--- config.mk ---
export PLATFORM = sky130hd
export DESIGN_NAME = usm_top
export DESIGN_NICKNAME = d
export VERILOG_FILES = /design/src/rtl/usm_pkg.sv /design/src/rtl/usm_top.sv
export SDC_FILE = /design/constraint.sdc
export NUM_CORES = 1
export LEC_CHECK = 0
export ABC_CLOCK_PERIOD_IN_PS = 3050
export BUFFER_PORTS_ARGS = -buffer_cell sky130_fd_sc_hd__buf_2
export CORE_MARGIN = 8
export CORE_UTILIZATION = 45
export DETAILED_ROUTE_END_ITERATION = 8
export PLACE_DENSITY_LB_ADDON = 0.2
export SYNTH_ARGS = -nofsm -noshare
export SYNTH_HDL_FRONTEND = slang
export SYNTH_SLANG_ARGS = --single-unit
export TNS_END_PERCENT = 30
--- constraint.sdc ---
create_clock -name clk -period 3.05 [get_ports clk]
set_input_delay 0.915 -clock clk [delete_from_list [all_inputs] [get_ports clk]]
set_output_delay 0.915 -clock clk [all_outputs]
set_load 0.03 [all_outputs]
--- src/rtl/usm_pkg.sv ---
// usm_pkg: constants, states and carriers of the dual serial mode/transmit block
// assumes a 100 MHz core clock and one 8-bit register port shared by both channels
package usm_pkg;

  // ==========================================================================
  // register map: addr[5] picks the channel, addr[4:0] the register
  localparam int NUM_CHANNELS = 2;
  localparam int ADDR_W = 6;
  localparam int CHAN_SEL_BIT = 5;
  localparam logic [4:0] OFF_RCCTL = 5'h13;
  localparam logic [4:0] OFF_RXBUF = 5'h14;
  localparam logic [4:0] OFF_TXCTL = 5'h15;
  localparam logic [4:0] OFF_TXBUF = 5'h16;
  localparam logic [4:0] OFF_BAUD = 5'h17;
  localparam logic [4:0] OFF_STAT = 5'h18;
  localparam logic [4:0] OFF_MASK = 5'h19;

  // ==========================================================================
  // transmit_control_register fields
  localparam int TX_CLOCK_SOURCE_SELECT = 7;
  localparam int TX_NINE = 6;
  localparam int TX_EN = 5;
  localparam int TX_SYNC = 4;
  localparam int TX_EMPTY = 1;
  localparam int TX_NINTH = 0;
  localparam logic [7:0] TXCTL_WMASK = 8'hF1;
  localparam logic [7:0] TXCTL_RST = 8'h02;

  // receive_control_register fields
  localparam int RC_SERIAL_PORT_ENABLE = 7;
  localparam int RC_RX9 = 6;
  localparam int RC_SINGLE_RECEIVE_ENABLE = 5;
  localparam int RC_CONTINUOUS_RECEIVE_ENABLE = 4;
  localparam int RC_OVR = 1;
  localparam int RC_NINTH = 0;
  localparam logic [7:0] RCCTL_WMASK = 8'hF0;
  localparam logic [7:0] RCCTL_RST = 8'h00;
  localparam logic [7:0] BAUD_RST = 8'h00;

  // event status / mask bits
  localparam int EV_W = 3;
  localparam int EV_TX = 0;
  localparam int EV_RX = 1;
  localparam int EV_OVR = 2;

  localparam logic [3:0] BITS_8 = 4'h8;
  localparam logic [3:0] BITS_9 = 4'h9;

  // ==========================================================================
  typedef enum logic [1:0] {TXP_IDLE, TXP_ASYNC, TXP_STOP, TXP_SYNC} usm_tx_phase_type;
  typedef enum logic [1:0] {RXP_IDLE, RXP_START, RXP_ASYNC, RXP_SYNC} usm_rx_phase_type;

  typedef struct packed {
    logic [ADDR_W-1:0] addr;
    logic [7:0] wdata;
    logic wr;
    logic rd;
  } usm_bus_type;

  typedef struct packed {
    logic data_in;
    logic clk_in;
  } usm_pin_in_type;

  typedef struct packed {
    logic data_out;
    logic data_oe_n;
    logic clk_out;
    logic clk_oe_n;
  } usm_pin_out_type;

endpackage

--- src/rtl/usm_top.sv ---
// usm_top: two serial channels with mode select, transmit control and pin direction
// assumes strobes from a same-clock master; serial pins arrive asynchronous and are synchronised here
//
// The plain strobed port was left to the implementer.
`timescale 1ns/100ps

module usm_channel (
  input wire logic clk,
  input wire logic rst_n,
  input usm_pkg::usm_bus_type bus,
  input wire logic sel,
  input usm_pkg::usm_pin_in_type pin_in,
  output usm_pkg::usm_pin_out_type pin_out,
  output logic [7:0] rd_val,
  output logic irq
);
  import usm_pkg::*;

  typedef struct packed {
    logic [7:0] txctl;
    logic [7:0] rcctl;
    logic [7:0] baud;
    logic [7:0] bcnt;
    logic [7:0] txbuf;
    logic txbuf_full;
    logic [7:0] rxbuf;
    logic rx_ninth;
    logic rxbuf_full;
    logic [EV_W-1:0] status;
    logic [EV_W-1:0] mask;
    logic d_meta;
    logic d_sync;
    logic d_prev;
    logic c_meta;
    logic c_sync;
    logic c_prev;
    usm_tx_phase_type tx_phase;
    logic [3:0] tx_nbits;
    logic [8:0] tx_shift;
    logic tx_sub;
    logic tx_line;
    usm_rx_phase_type rx_phase;
    logic [3:0] rx_nbits;
    logic [8:0] rx_shift;
    logic rx_sub;
    logic sclk;
    usm_pin_out_type pins;
  } usm_chan_state_type;

  usm_chan_state_type s_reg;
  usm_chan_state_type s_next;

  // ==========================================================================
  // register read view
  always_comb begin
    unique case (bus.addr[4:0])
      OFF_TXCTL: rd_val = s_reg.txctl;
      OFF_RCCTL: rd_val = s_reg.rcctl;
      OFF_BAUD: rd_val = s_reg.baud;
      OFF_RXBUF: rd_val = s_reg.rxbuf;
      OFF_STAT: rd_val = {5'h00, s_reg.status};
      OFF_MASK: rd_val = {5'h00, s_reg.mask};
      default: rd_val = 8'h00;
    endcase
  end

  assign irq = |(s_reg.status & s_reg.mask);
  assign pin_out = s_reg.pins;

  // ==========================================================================
  // next state
  always_comb begin
    logic wr_hit;
    logic tick;
    logic serial_port_enable;
    logic sync_m;
    logic master;
    logic rx_req;
    logic tx_ok;
    logic tx_adv;
    logic rx_adv;
    logic lead;
    logic trail;
    logic got_rx;
    logic [8:0] word;
    logic [EV_W-1:0] ev;
    logic [EV_W-1:0] clr;
    s_next = s_reg;
    wr_hit = bus.wr && sel;
    got_rx = 1'b0;
    word = 9'h000;
    ev = '0;
    clr = '0;
    tick = (s_reg.bcnt == 8'h00);
    s_next.bcnt = tick ? s_reg.baud : s_reg.bcnt - 8'h01;
    // pin synchronisers: the second stage gives the level, the third stage the previous level for edge detection
    s_next.d_meta = pin_in.data_in;
    s_next.d_sync = s_reg.d_meta;
    s_next.d_prev = s_reg.d_sync;
    s_next.c_meta = pin_in.clk_in;
    s_next.c_sync = s_reg.c_meta;
    s_next.c_prev = s_reg.c_sync;
    serial_port_enable = s_reg.rcctl[RC_SERIAL_PORT_ENABLE];
    sync_m = s_reg.txctl[TX_SYNC];
    master = s_reg.txctl[TX_CLOCK_SOURCE_SELECT];
    // receive in a slave ignores single receive
    rx_req = serial_port_enable && sync_m && (s_reg.rcctl[RC_CONTINUOUS_RECEIVE_ENABLE] || (master && s_reg.rcctl[RC_SINGLE_RECEIVE_ENABLE]));
    tx_ok = serial_port_enable && s_reg.txctl[TX_EN] && !(sync_m && (s_reg.rcctl[RC_SINGLE_RECEIVE_ENABLE] || s_reg.rcctl[RC_CONTINUOUS_RECEIVE_ENABLE]));
    tx_adv = tick && !s_reg.tx_sub;
    rx_adv = tick && !s_reg.rx_sub;
    s_next.tx_sub = tick ? ~s_reg.tx_sub : s_reg.tx_sub;
    s_next.rx_sub = tick ? ~s_reg.rx_sub : s_reg.rx_sub;
    if (master) begin
      trail = tick && !s_reg.sclk;
      lead = tick && s_reg.sclk;
    end else begin
      trail = s_reg.c_sync && !s_reg.c_prev;
      lead = !s_reg.c_sync && s_reg.c_prev;
    end

    // register writes
    if (wr_hit) begin
      unique case (bus.addr[4:0])
        OFF_TXCTL: s_next.txctl = (bus.wdata & TXCTL_WMASK) | (s_reg.txctl & ~TXCTL_WMASK);
        OFF_RCCTL: begin
          s_next.rcctl = (bus.wdata & RCCTL_WMASK) | (s_reg.rcctl & ~RCCTL_WMASK);
          if (!bus.wdata[RC_CONTINUOUS_RECEIVE_ENABLE]) begin
            s_next.rcctl[RC_OVR] = 1'b0;
          end
        end
        OFF_BAUD: s_next.baud = bus.wdata;
        OFF_TXBUF: begin
          s_next.txbuf = bus.wdata;
          s_next.txbuf_full = 1'b1;
        end
        OFF_STAT: clr = bus.wdata[EV_W-1:0];
        OFF_MASK: s_next.mask = bus.wdata[EV_W-1:0];
        default: ;
      endcase
    end
    if (bus.rd && sel && bus.addr[4:0] == OFF_RXBUF) begin
      s_next.rxbuf_full = 1'b0;
    end

    // ========================================================================
    // transmitter
    if (!serial_port_enable || !s_reg.txctl[TX_EN]) begin
      s_next.tx_phase = TXP_IDLE;
      s_next.tx_line = 1'b1;
      s_next.txctl[TX_EMPTY] = 1'b1;
    end else begin
      unique case (s_reg.tx_phase)
        TXP_IDLE: begin
          // half duplex: never start while the receiver owns the sync link
          if (tx_ok && s_reg.txbuf_full && !(sync_m && s_reg.rx_phase != RXP_IDLE)) begin
            // a buffer write in the load cycle keeps the buffer full, so that word is not lost
            s_next.txbuf_full = wr_hit && (bus.addr[4:0] == OFF_TXBUF);
            s_next.txctl[TX_EMPTY] = 1'b0;
            ev[EV_TX] = 1'b1;
            s_next.tx_nbits = s_reg.txctl[TX_NINE] ? BITS_9 : BITS_8;
            if (!sync_m) begin
              s_next.tx_shift = {s_reg.txctl[TX_NINTH], s_reg.txbuf};
              s_next.tx_line = 1'b0;
              s_next.tx_sub = 1'b1;
              s_next.tx_phase = TXP_ASYNC;
            end else begin
              s_next.tx_line = s_reg.txbuf[0];
              s_next.tx_shift = {1'b0, s_reg.txctl[TX_NINTH], s_reg.txbuf[7:1]};
              s_next.tx_nbits = s_next.tx_nbits - 4'h1;
              s_next.tx_phase = TXP_SYNC;
            end
          end
        end
        TXP_ASYNC: begin
          if (tx_adv) begin
            if (s_reg.tx_nbits != 4'h0) begin
              s_next.tx_line = s_reg.tx_shift[0];
              s_next.tx_shift = {1'b0, s_reg.tx_shift[8:1]};
              s_next.tx_nbits = s_reg.tx_nbits - 4'h1;
            end else begin
              s_next.tx_line = 1'b1;
              s_next.tx_phase = TXP_STOP;
            end
          end
        end
        TXP_STOP: begin
          if (tx_adv) begin
            s_next.tx_phase = TXP_IDLE;
            s_next.txctl[TX_EMPTY] = 1'b1;
          end
        end
        TXP_SYNC: begin
          if (lead) begin
            if (s_reg.tx_nbits != 4'h0) begin
              s_next.tx_line = s_reg.tx_shift[0];
              s_next.tx_shift = {1'b0, s_reg.tx_shift[8:1]};
              s_next.tx_nbits = s_reg.tx_nbits - 4'h1;
            end else begin
              s_next.tx_phase = TXP_IDLE;
              s_next.txctl[TX_EMPTY] = 1'b1;
            end
          end
        end
      endcase
    end

    // ========================================================================
    // receiver, independent of the transmitter for full duplex in async mode; a sync receive starts only while the transmitter is idle
    if (!serial_port_enable) begin
      s_next.rx_phase = RXP_IDLE;
    end else begin
      unique case (s_reg.rx_phase)
        RXP_IDLE: begin
          s_next.rx_nbits = s_reg.rcctl[RC_RX9] ? BITS_9 : BITS_8;
          if (!sync_m && s_reg.rcctl[RC_CONTINUOUS_RECEIVE_ENABLE] && !s_reg.d_sync && s_reg.d_prev) begin
            s_next.rx_sub = 1'b0;
            s_next.rx_phase = RXP_START;
          end else if (rx_req && s_reg.tx_phase == TXP_IDLE) begin
            s_next.rx_phase = RXP_SYNC;
          end
        end
        RXP_START: begin
          // a start bit gone high at mid-bit was a glitch
          if (rx_adv) begin
            s_next.rx_phase = s_reg.d_sync ? RXP_IDLE : RXP_ASYNC;
          end
        end
        RXP_ASYNC: begin
          if (rx_adv) begin
            if (s_reg.rx_nbits != 4'h0) begin
              s_next.rx_shift = {s_reg.d_sync, s_reg.rx_shift[8:1]};
              s_next.rx_nbits = s_reg.rx_nbits - 4'h1;
            end else begin
              got_rx = 1'b1;
              word = s_reg.rx_shift;
              s_next.rx_phase = RXP_IDLE;
            end
          end
        end
        RXP_SYNC: begin
          if (!rx_req) begin
            s_next.rx_phase = RXP_IDLE;
          end else if (trail) begin
            s_next.rx_shift = {s_reg.d_sync, s_reg.rx_shift[8:1]};
            s_next.rx_nbits = s_reg.rx_nbits - 4'h1;
            if (s_reg.rx_nbits == 4'h1) begin
              got_rx = 1'b1;
              word = s_next.rx_shift;
              s_next.rx_nbits = s_reg.rcctl[RC_RX9] ? BITS_9 : BITS_8;
              if (!s_reg.rcctl[RC_CONTINUOUS_RECEIVE_ENABLE]) begin
                s_next.rcctl[RC_SINGLE_RECEIVE_ENABLE] = 1'b0;
                s_next.rx_phase = RXP_IDLE;
              end
            end
          end
        end
      endcase
    end
    if (got_rx) begin
      if (!s_reg.rcctl[RC_RX9]) begin
        word = {1'b0, word[8:1]};
      end
      if (s_next.rxbuf_full) begin
        // the unread word is kept, the new one is lost
        s_next.rcctl[RC_OVR] = 1'b1;
        ev[EV_OVR] = 1'b1;
      end else begin
        s_next.rxbuf = word[7:0];
        s_next.rx_ninth = word[8];
        s_next.rcctl[RC_NINTH] = word[8];
        s_next.rxbuf_full = 1'b1;
        ev[EV_RX] = 1'b1;
      end
    end

    // ========================================================================
    // shift clock and pin drive
    if (master && (s_next.tx_phase == TXP_SYNC || s_next.rx_phase == RXP_SYNC)) begin
      s_next.sclk = tick ? ~s_reg.sclk : s_reg.sclk;
    end else begin
      s_next.sclk = 1'b0;
    end
    // set wins over a write-one clear in the same cycle
    s_next.status = (s_reg.status & ~clr) | ev;
    s_next.pins.clk_oe_n = !(s_next.rcctl[RC_SERIAL_PORT_ENABLE] && (!s_next.txctl[TX_SYNC] || s_next.txctl[TX_CLOCK_SOURCE_SELECT]));
    s_next.pins.clk_out = s_next.txctl[TX_SYNC] ? s_next.sclk : s_next.tx_line;
    s_next.pins.data_oe_n = !(s_next.rcctl[RC_SERIAL_PORT_ENABLE] && s_next.txctl[TX_SYNC] && s_next.txctl[TX_EN]
                              && !s_next.rcctl[RC_SINGLE_RECEIVE_ENABLE] && !s_next.rcctl[RC_CONTINUOUS_RECEIVE_ENABLE]);
    s_next.pins.data_out = s_next.tx_line;
  end

  always_ff @(posedge clk) begin
    if (!rst_n) begin
      s_reg <= '0;
      s_reg.txctl <= TXCTL_RST;
      s_reg.rcctl <= RCCTL_RST;
      s_reg.baud <= BAUD_RST;
      s_reg.tx_line <= 1'b1;
      s_reg.pins.data_out <= 1'b1;
      s_reg.pins.clk_out <= 1'b1;
      s_reg.pins.data_oe_n <= 1'b1;
      s_reg.pins.clk_oe_n <= 1'b1;
    end else begin
      s_reg <= s_next;
    end
  end

  // ==========================================================================
  // checks
  chk_async_pin_dir: assert property (@(posedge clk) disable iff (!rst_n)
    s_reg.rcctl[RC_SERIAL_PORT_ENABLE] && !s_reg.txctl[TX_SYNC] |-> s_reg.pins.data_oe_n && !s_reg.pins.clk_oe_n)
    else $error("async mode pin direction wrong");
  chk_sync_clk_dir: assert property (@(posedge clk) disable iff (!rst_n)
    s_reg.rcctl[RC_SERIAL_PORT_ENABLE] && s_reg.txctl[TX_SYNC] |-> s_reg.pins.clk_oe_n == !s_reg.txctl[TX_CLOCK_SOURCE_SELECT])
    else $error("sync clock pin direction does not follow source select");
  chk_mode_bit_write: assert property (@(posedge clk) disable iff (!rst_n)
    bus.wr && sel && bus.addr[4:0] == OFF_TXCTL |=> s_reg.txctl[TX_SYNC] == $past(bus.wdata[TX_SYNC]))
    else $error("mode select bit not stored");
  chk_transmitter_enable_gate: assert property (@(posedge clk) disable iff (!rst_n)
    !s_reg.txctl[TX_EN] |=> s_reg.tx_phase == TXP_IDLE)
    else $error("transmitter ran while disabled");
  chk_sync_rx_wins: assert property (@(posedge clk) disable iff (!rst_n)
    s_reg.txctl[TX_SYNC] && (s_reg.rcctl[RC_SINGLE_RECEIVE_ENABLE] || s_reg.rcctl[RC_CONTINUOUS_RECEIVE_ENABLE]) && s_reg.tx_phase == TXP_IDLE
    |=> s_reg.tx_phase == TXP_IDLE)
    else $error("sync transmit started while receive enabled");
  chk_empty_busy: assert property (@(posedge clk) disable iff (!rst_n)
    s_reg.tx_phase != TXP_IDLE |-> !s_reg.txctl[TX_EMPTY])
    else $error("empty flag set while shifting");
  chk_empty_reset: assert property (@(posedge clk) disable iff (!rst_n)
    $rose(rst_n) |-> s_reg.txctl[TX_EMPTY] && s_reg.txctl[3:2] == 2'b00)
    else $error("empty flag not one after reset");
  chk_nine_bit_len: assert property (@(posedge clk) disable iff (!rst_n)
    s_reg.tx_phase == TXP_IDLE ##1 s_reg.tx_phase == TXP_ASYNC
    |-> s_reg.tx_nbits == ($past(s_reg.txctl[TX_NINE]) ? BITS_9 : BITS_8))
    else $error("frame length does not follow nine-bit select");
  chk_cont_rx: assert property (@(posedge clk) disable iff (!rst_n)
    s_reg.rx_phase == RXP_SYNC && s_reg.rcctl[RC_CONTINUOUS_RECEIVE_ENABLE] ##1 s_reg.rcctl[RC_CONTINUOUS_RECEIVE_ENABLE] && s_reg.rcctl[RC_SERIAL_PORT_ENABLE]
    && s_reg.txctl[TX_SYNC] |-> s_reg.rx_phase == RXP_SYNC)
    else $error("continuous receive stopped while enabled");
  chk_pin_release: assert property (@(posedge clk) disable iff (!rst_n)
    !s_reg.rcctl[RC_SERIAL_PORT_ENABLE] |-> s_reg.pins.data_oe_n && s_reg.pins.clk_oe_n)
    else $error("pins driven while port disabled");

  cov_async_done: cover property (@(posedge clk) disable iff (!rst_n)
    s_reg.tx_phase == TXP_STOP ##1 s_reg.tx_phase == TXP_IDLE);
  cov_sync_tx: cover property (@(posedge clk) disable iff (!rst_n) s_reg.tx_phase == TXP_SYNC);
  cov_rx_word: cover property (@(posedge clk) disable iff (!rst_n) $rose(s_reg.rxbuf_full));
  cov_overrun: cover property (@(posedge clk) disable iff (!rst_n) $rose(s_reg.rcctl[RC_OVR]));
endmodule // usm_channel

module usm_top (
  input wire logic clk,
  input wire logic rst_n,
  input usm_pkg::usm_bus_type bus,
  input usm_pkg::usm_pin_in_type [usm_pkg::NUM_CHANNELS-1:0] pin_in,
  output usm_pkg::usm_pin_out_type [usm_pkg::NUM_CHANNELS-1:0] pin_out,
  output logic [7:0] rdata,
  output logic irq
);
  import usm_pkg::*;

  typedef struct packed {
    logic [7:0] rdata;
    logic irq;
  } usm_top_state_type;

  usm_top_state_type t_reg;
  usm_top_state_type t_next;
  logic [NUM_CHANNELS-1:0][7:0] ch_rd;
  logic [NUM_CHANNELS-1:0] ch_irq;

  // ==========================================================================
  // channels
  for (genvar g = 0; g < NUM_CHANNELS; g++) begin : g_chan
    usm_channel u_chan (
      .clk(clk),
      .rst_n(rst_n),
      .bus(bus),
      .sel(bus.addr[CHAN_SEL_BIT] == 1'(g)),
      .pin_in(pin_in[g]),
      .pin_out(pin_out[g]),
      .rd_val(ch_rd[g]),
      .irq(ch_irq[g])
    );
  end

  // read data stand only in the cycle after the strobe
  always_comb begin
    t_next.rdata = bus.rd ? ch_rd[bus.addr[CHAN_SEL_BIT]] : 8'h00;
    t_next.irq = |ch_irq;
  end

  always_ff @(posedge clk) begin
    if (!rst_n) begin
      t_reg <= '0;
    end else begin
      t_reg <= t_next;
    end
  end

  assign rdata = t_reg.rdata;
  assign irq = t_reg.irq;

  chk_rdata_window: assert property (@(posedge clk) disable iff (!rst_n)
    !$past(bus.rd) |-> rdata == 8'h00)
    else $error("read data outside the answer cycle");
  cov_irq: cover property (@(posedge clk) disable iff (!rst_n) $rose(irq));
endmodule // usm_top

Yosys cells after proc, flatten, opt, wreduce, memory -nomap -nowiden
Index checks and enable logic that the tools add are counted.

storage, ports and cells
  register bits after elaboration = 207
  latch bits = 0
  bits in writable memories = 0
  ROM bits = 0
  input bits = 22
  output and inout port bits = 17
  logic and storage cells = 483
  memories = 0

cells by class
  $add $sub $neg = 8
  multiply operators = 0
  divide/modulo/power cells = 0
  magnitude comparators = 1
  equality and inequality tests = 39
  shift-type cells = 0
  muxes and demuxes = 205
  bitwise gates (word level) = 24
  reduce and logical (&&, ||, !) cells = 140

operator list
  cell                                                                count
  9-bit two-way mux                                                   16
  15-bit two-way mux                                                  8
  1-bit two-way mux                                                   104
  8-bit one-hot mux with 6 select lines                               2
  8-bit two-way mux                                                   10
  13-bit two-way mux                                                  6
  13-bit one-hot mux with 3 select lines                              2
  9-bit one-hot mux with 2 select lines                               4
  2-bit two-way mux                                                   30
  1-bit logical AND                                                   58
  24-bit two-way mux                                                  2
  5-bit == test, second input constant                                7
  17-bit two-way mux                                                  2
  1-bit zero test                                                     32
  8-bit by 4-bit bitwise OR with 8-bit output                         4
  2-bit one-hot mux with 4 select lines                               4
  2-bit by 1-bit != test with 1-bit output, second input constant     14
  2-bit AND reduction                                                 13
  2-bit == test, second input constant                                12
  4-bit one-hot mux with 3 select lines                               2
  6-bit AND reduction                                                 4
  4-bit by 1-bit subtractor with 4-bit output, second input constant  6
  8-bit zero test                                                     2
  4-bit nonzero test                                                  4
  20 further kinds                                                    69

Logic depth before layout (Yosys ltp)
  word-level depth = 14
  gate-level depth with buffers = 12
  mapped depth without buffers = 10

Cells and area by module
Synthesis repeated with hierarchy kept, for this count alone.

second synthesis, totals
  cell total of the unflattened synthesis = 1213
  area total of the unflattened synthesis = 10686.5 um2

by module, submodules not included
  module                          times used  cells an instance  area each (um2)  sequential area each (um2)
  usm_channel (g_chan[1].u_chan)  1           588                5192.5           1901.8
  usm_channel (g_chan[0].u_chan)  1           596                5177.5           1901.8
  usm_top                         1           29                 316.6            180.2

Worst setup path before layout
No wires, ideal clock.

  kind = flip-flop to flip-flop
  start point = register g_chan[1].u_chan.s_reg[69] (netlist name)
  end point = register g_chan[1].u_chan.s_reg[59] (netlist name)
  setup time = 0.117 ns
  arrival = 2.660 ns
  required time = 2.933 ns
  slack = 0.273 ns
  cell stages (with the launch flop) = 13
  buffers on the path = 2
  clock period less this slack = 2.777 ns
  cell sequence = dfxtp_1 > inv_1 > ha_1 > nand3_1 > clkbuf_1 > inv_1 > ha_1 > nor2b_1 > and3_1 > clkbuf_1 > a32o_1 > or2_2 > a32o_1

on the way
  longest elaborated chain between the ends = 8
  elaborated cells on any way between the ends = 16
  classes of those cells = mux (12); reduce/logical (4)

ends and longest elaborated chain
  item                                                                                                   RTL line        RTL
  start, declared                                                                                        usm_top.sv:50   usm_chan_state_type s_reg;
  start signal, assigned                                                                                 usm_top.sv:304  s_reg <= s_next;
  8-bit zero test (*)                                                                                    usm_top.sv:94   tick = (s_reg.bcnt == 8'h00);
  1-bit logical AND                                                                                      usm_top.sv:114  trail = tick && !s_reg.sclk;
  1-bit two-way mux                                                                                      usm_top.sv:113  if (master) begin
  9-bit two-way mux / 1-bit two-way mux (equally long branches)                                          usm_top.sv:243  end else if (trail) begin
  9-bit two-way mux / 1-bit two-way mux (equally long branches)                                          usm_top.sv:241  if (!rx_req) begin
  9-bit one-hot mux with 2 select lines / 1-bit one-hot mux with 2 select lines (equally long branches)  usm_top.sv:212  unique case (s_reg.rx_phase)
  9-bit two-way mux / 1-bit two-way mux (equally long branches)                                          usm_top.sv:209  if (!serial_port_enable) begin
  9-bit two-way mux / 2-bit AND reduction (equally long branches)                                        -

Mark *: on every way between the ends. The rest lies on a longest branch, timed or not.
A chain may end at the register's enable or synchronous reset.

Worst setup path after layout
  start point = register g_chan[0].u_chan.s_reg[72] (netlist name)
  end point = register g_chan[0].u_chan.s_reg[28] (netlist name)

on the way
  longest elaborated chain between the ends = 5
  elaborated cells on any way between the ends = 7
  classes of those cells = eq/ne (2); mux (1); reduce/logical (4)

ends and longest elaborated chain
  item                                                       RTL line        RTL
  start, declared                                            usm_top.sv:50
  start signal, assigned                                     usm_top.sv:304
  8-bit zero test (*)                                        usm_top.sv:94
  1-bit logical AND                                          usm_top.sv:115  lead = tick && s_reg.sclk;
  1-bit two-way mux                                          usm_top.sv:113
  2-bit by 1-bit != test with 1-bit output (no source line)  -
  5-bit AND reduction (no source line) (*)                   -

Marked as above.

==> results.sh <==
export IMPL_pwr_density_cell_nw_per_um2=532
export IMPL_startpoint_type="flop"
export IMPL_port_buffers=38
export IMPL_htree_levels=4
export IMPL_io_pins=39
export IMPL_hold_class="flop to flop"
export IMPL_wire_per_inst_um=18.7
export IMPL_r2r_start="g_chan[0].u_chan.s_reg[72]"
export IMPL_cts_tree="built"
export IMPL_start_util_pct=45.9
export IMPL_rows=54
export IMPL_synth_edf_count=0
export IMPL_min_from="g_chan[0].u_chan.s_next[39]"
export IMPL_grt_pass1_wl_um=43500
export IMPL_hold_path_end="g_chan[0].u_chan.s_next[38]"
export IMPL_yosysSeqAreaShare_pct=39.8
export IMPL_p_clk_share_pct=37.0
export IMPL_setup_viol=0
export IMPL_place_gp_congestion=0.921
export IMPL_drtPass1Iterations=5
export IMPL_cts_sinks=199
export IMPL_die_h_um=165
export IMPL_drt_antenna_violating_nets=0
export IMPL_drc=0
export IMPL_dieWidth_um=165
export IMPL_hpwl_um=18700
export IMPL_layout_min_cycle_time_ps=2750
export IMPL_synth_cell_types=79
export IMPL_worstSetupPathType="flop to flop"
export IMPL_grt_overflow_total=0
export IMPL_async_flop_share_pct=0
export IMPL_r2r_end="g_chan[0].u_chan.s_reg[28]"
export IMPL_final_max_slew_viol_count=0
export IMPL_drive_above_1_share_pct=14.6
export IMPL_syn_inst=1117
export IMPL_rrSetupSlack_ps=300
export IMPL_hold_viol=0
export IMPL_swShare_pct=27.9
export IMPL_fmax_mhz=363
export IMPL_drt_iter0_drc=760
export IMPL_nets=1171
export IMPL_path_max_fanout=10
export IMPL_die_area_um2=27300
export IMPL_fin_setup_tns_ps=0
export IMPL_arrival_ps=3130
export IMPL_required_ps=3420
export IMPL_syn_area_um2=10000
export IMPL_p_int_w=0.00422
export IMPL_vias_per_cell=5.97
export IMPL_clk_insertion_delay_late_ps=440
export IMPL_fin_total_pwr_w=0.00586
export IMPL_track_usage_pct=20.0
export IMPL_ctsHoldBuffers=0
export IMPL_worst_pin_slew_ps=687
export IMPL_wirelength_um=26500
export IMPL_power_frac_seq_pct=47.8
export IMPL_grt_pass1_vias=8163
export IMPL_syn_avg_cell_area_um2=8.96
export IMPL_switchingPower_w=0.00163
export IMPL_slew_headroom_pct=54.1
export IMPL_core_um2=21800
export IMPL_grt_setup_unrepaired="no"
export IMPL_peakVddDrop_mv=0.345
export IMPL_clockBufferDepth=2
export IMPL_areaGrowthSynthToFinish_pct=10.0
export IMPL_cts_root_buf="clkbuf_16"
export IMPL_r2r_cells=9
export IMPL_synthesis_nets=1163
export IMPL_final_common_cell="dfxtp_1"
export IMPL_final_cell_mix="199 x dfxtp_1, 103 x nor2_1, 76 x nand2_1"
export IMPL_maxCapViolCount=0
export IMPL_yosysWarningCount=0
export IMPL_antenna_found_initial=1
export IMPL_ys_flop_type="dfxtp_1"
export IMPL_ys_seq_elements=199
export IMPL_leakage_nw=3.75
export IMPL_largest_register_ff_count=176
export IMPL_vias=8465
export IMPL_clk_pin_slew_ps=70
export IMPL_cts_inserted_buffers=17
export IMPL_grt_max_degree=56
export IMPL_p_comb_share_pct=15.2
export IMPL_end_kind="flop"
export IMPL_finClkSkew_ps=10.5
export IMPL_status="finished clean"
export IMPL_hold_depth=1
export IMPL_fin_util_pct=50.5
export IMPL_fin_crit_sh_pct=90.3
==> worst max-delay path by stage <==
| stage | startpoint | to | slack (ps) | cells after the start |
|---|---|---|---|---|
| finish | g_chan[0].u_chan.s_reg[72] | g_chan[0].u_chan.s_reg[28] | 300 | 9 |
| global route | g_chan[1].u_chan.s_reg[72] | g_chan[1].u_chan.s_reg[11] | 10 | 9 |
| CTS | g_chan[1].u_chan.s_reg[72] | g_chan[1].u_chan.s_reg[33] | 220 | 9 |
| detailed placement | g_chan[1].u_chan.s_reg[72] | g_chan[1].u_chan.s_reg[33] | 240 | 9 |
| global placement | g_chan[1].u_chan.s_reg[72] | g_chan[1].u_chan.s_reg[33] | 250 | 9 |
| floorplan | g_chan[1].u_chan.s_reg[69] | g_chan[1].u_chan.s_reg[59] | 270 | 12 |
==> power by group through the flow <==
stage | combinational, W | clock [W] | sequential, W
after floorplan | 0.000670 | 0 | 0.00284
after global placement | 0.000876 | 0 | 0.00285
after detailed placement | 0.000879 | 0 | 0.00286
after CTS | 0.000892 | 0.00221 | 0.00280
after global routing | 0.00101 | 0.00232 | 0.00281
final | 0.000890 | 0.00216 | 0.00280
==> metrics by stage <==
stage / worst slack (ps) / hold WS [ps] / std cells / cell area, um2
finish: 296 / 434 / 1418 / 11000
global route: 12.4 / 453 / 1418 / 11000
CTS: 219 / 438 / 1417 / 11000
detailed placement: 243 / 420 / 1386 / 10500
global placement: 249 / 415 / 1386 / 10500
floorplan: 273 / 412 / 1117 / 10000
==> synth_stat cells (all sizes together), types with 24 or more instances <==
| cell type | number | share of area [%] |
|---|---|---|
| o21ai | 34 | 1.7 |
| a21oi | 61 | 3.2 |
| mux2i | 61 | 6.1 |
| nor2 | 108 | 4.2 |
| ha | 24 | 3.0 |
| clkbuf | 52 | 2.0 |
| dfxtp | 199 | 40 |
| inv | 46 | 1.7 |
| nand3 | 28 | 1.4 |
| nand2 | 76 | 2.8 |
| buf | 31 | 1.8 |
| mux2 | 25 | 2.8 |
==> metal layers <==
layer / routed length [um] / vias to the layer above / global-route usage (%)
met5: 0 / - / 0
li1: - / 4153 / -
met2: 12200 / 198 / 32.4
met4: 708 / 0 / 8.52
met1: 12400 / 4076 / 26.1
met3: 1090 / 38 / 2.97
==> area by class of cell <==
cell class | instances | area [um2]
antenna | 1 | 2.50
clock buffer | 20 | 447
clock inverter | 11 | 103
fill | 2133 | 10800
inverter | 46 | 174
multi-input combinational | 789 | 5480
sequential | 199 | 3980
tap | 280 | 350
timing repair buffer | 72 | 470
==> critical path: stages (launching register included) <==
cell and delay, ps:
dfxtp_1 350, nor4_1 400, nand3_1 150, inv_1 230, ha_1 350, o21ai_0 140, a31oi_2 330, nand2_1 130
a21oi_2 430, o2bb2ai_1 170
==> logic make-up (layout without fill, tap and decap cells) <==
group,after synthesis,in the layout,share of synthesized area [%]
multiplexers,87,87,9.13
buffers and inverters,129,149,5.49
XOR/XNOR,11,11,0.962
other,0,1,0
AND/OR/NAND/NOR,355,355,18.4
adder cells (fa/ha/maj),24,24,3.00
AO/OA/AOI/OAI,312,312,23.3
flip-flops,199,199,39.8
==> timing repair <==
action	CTS	global route
buffers inserted	0	0
resized for setup	0	1
setup endpoints to repair	0	11
(Power assumes the default switching activity.)
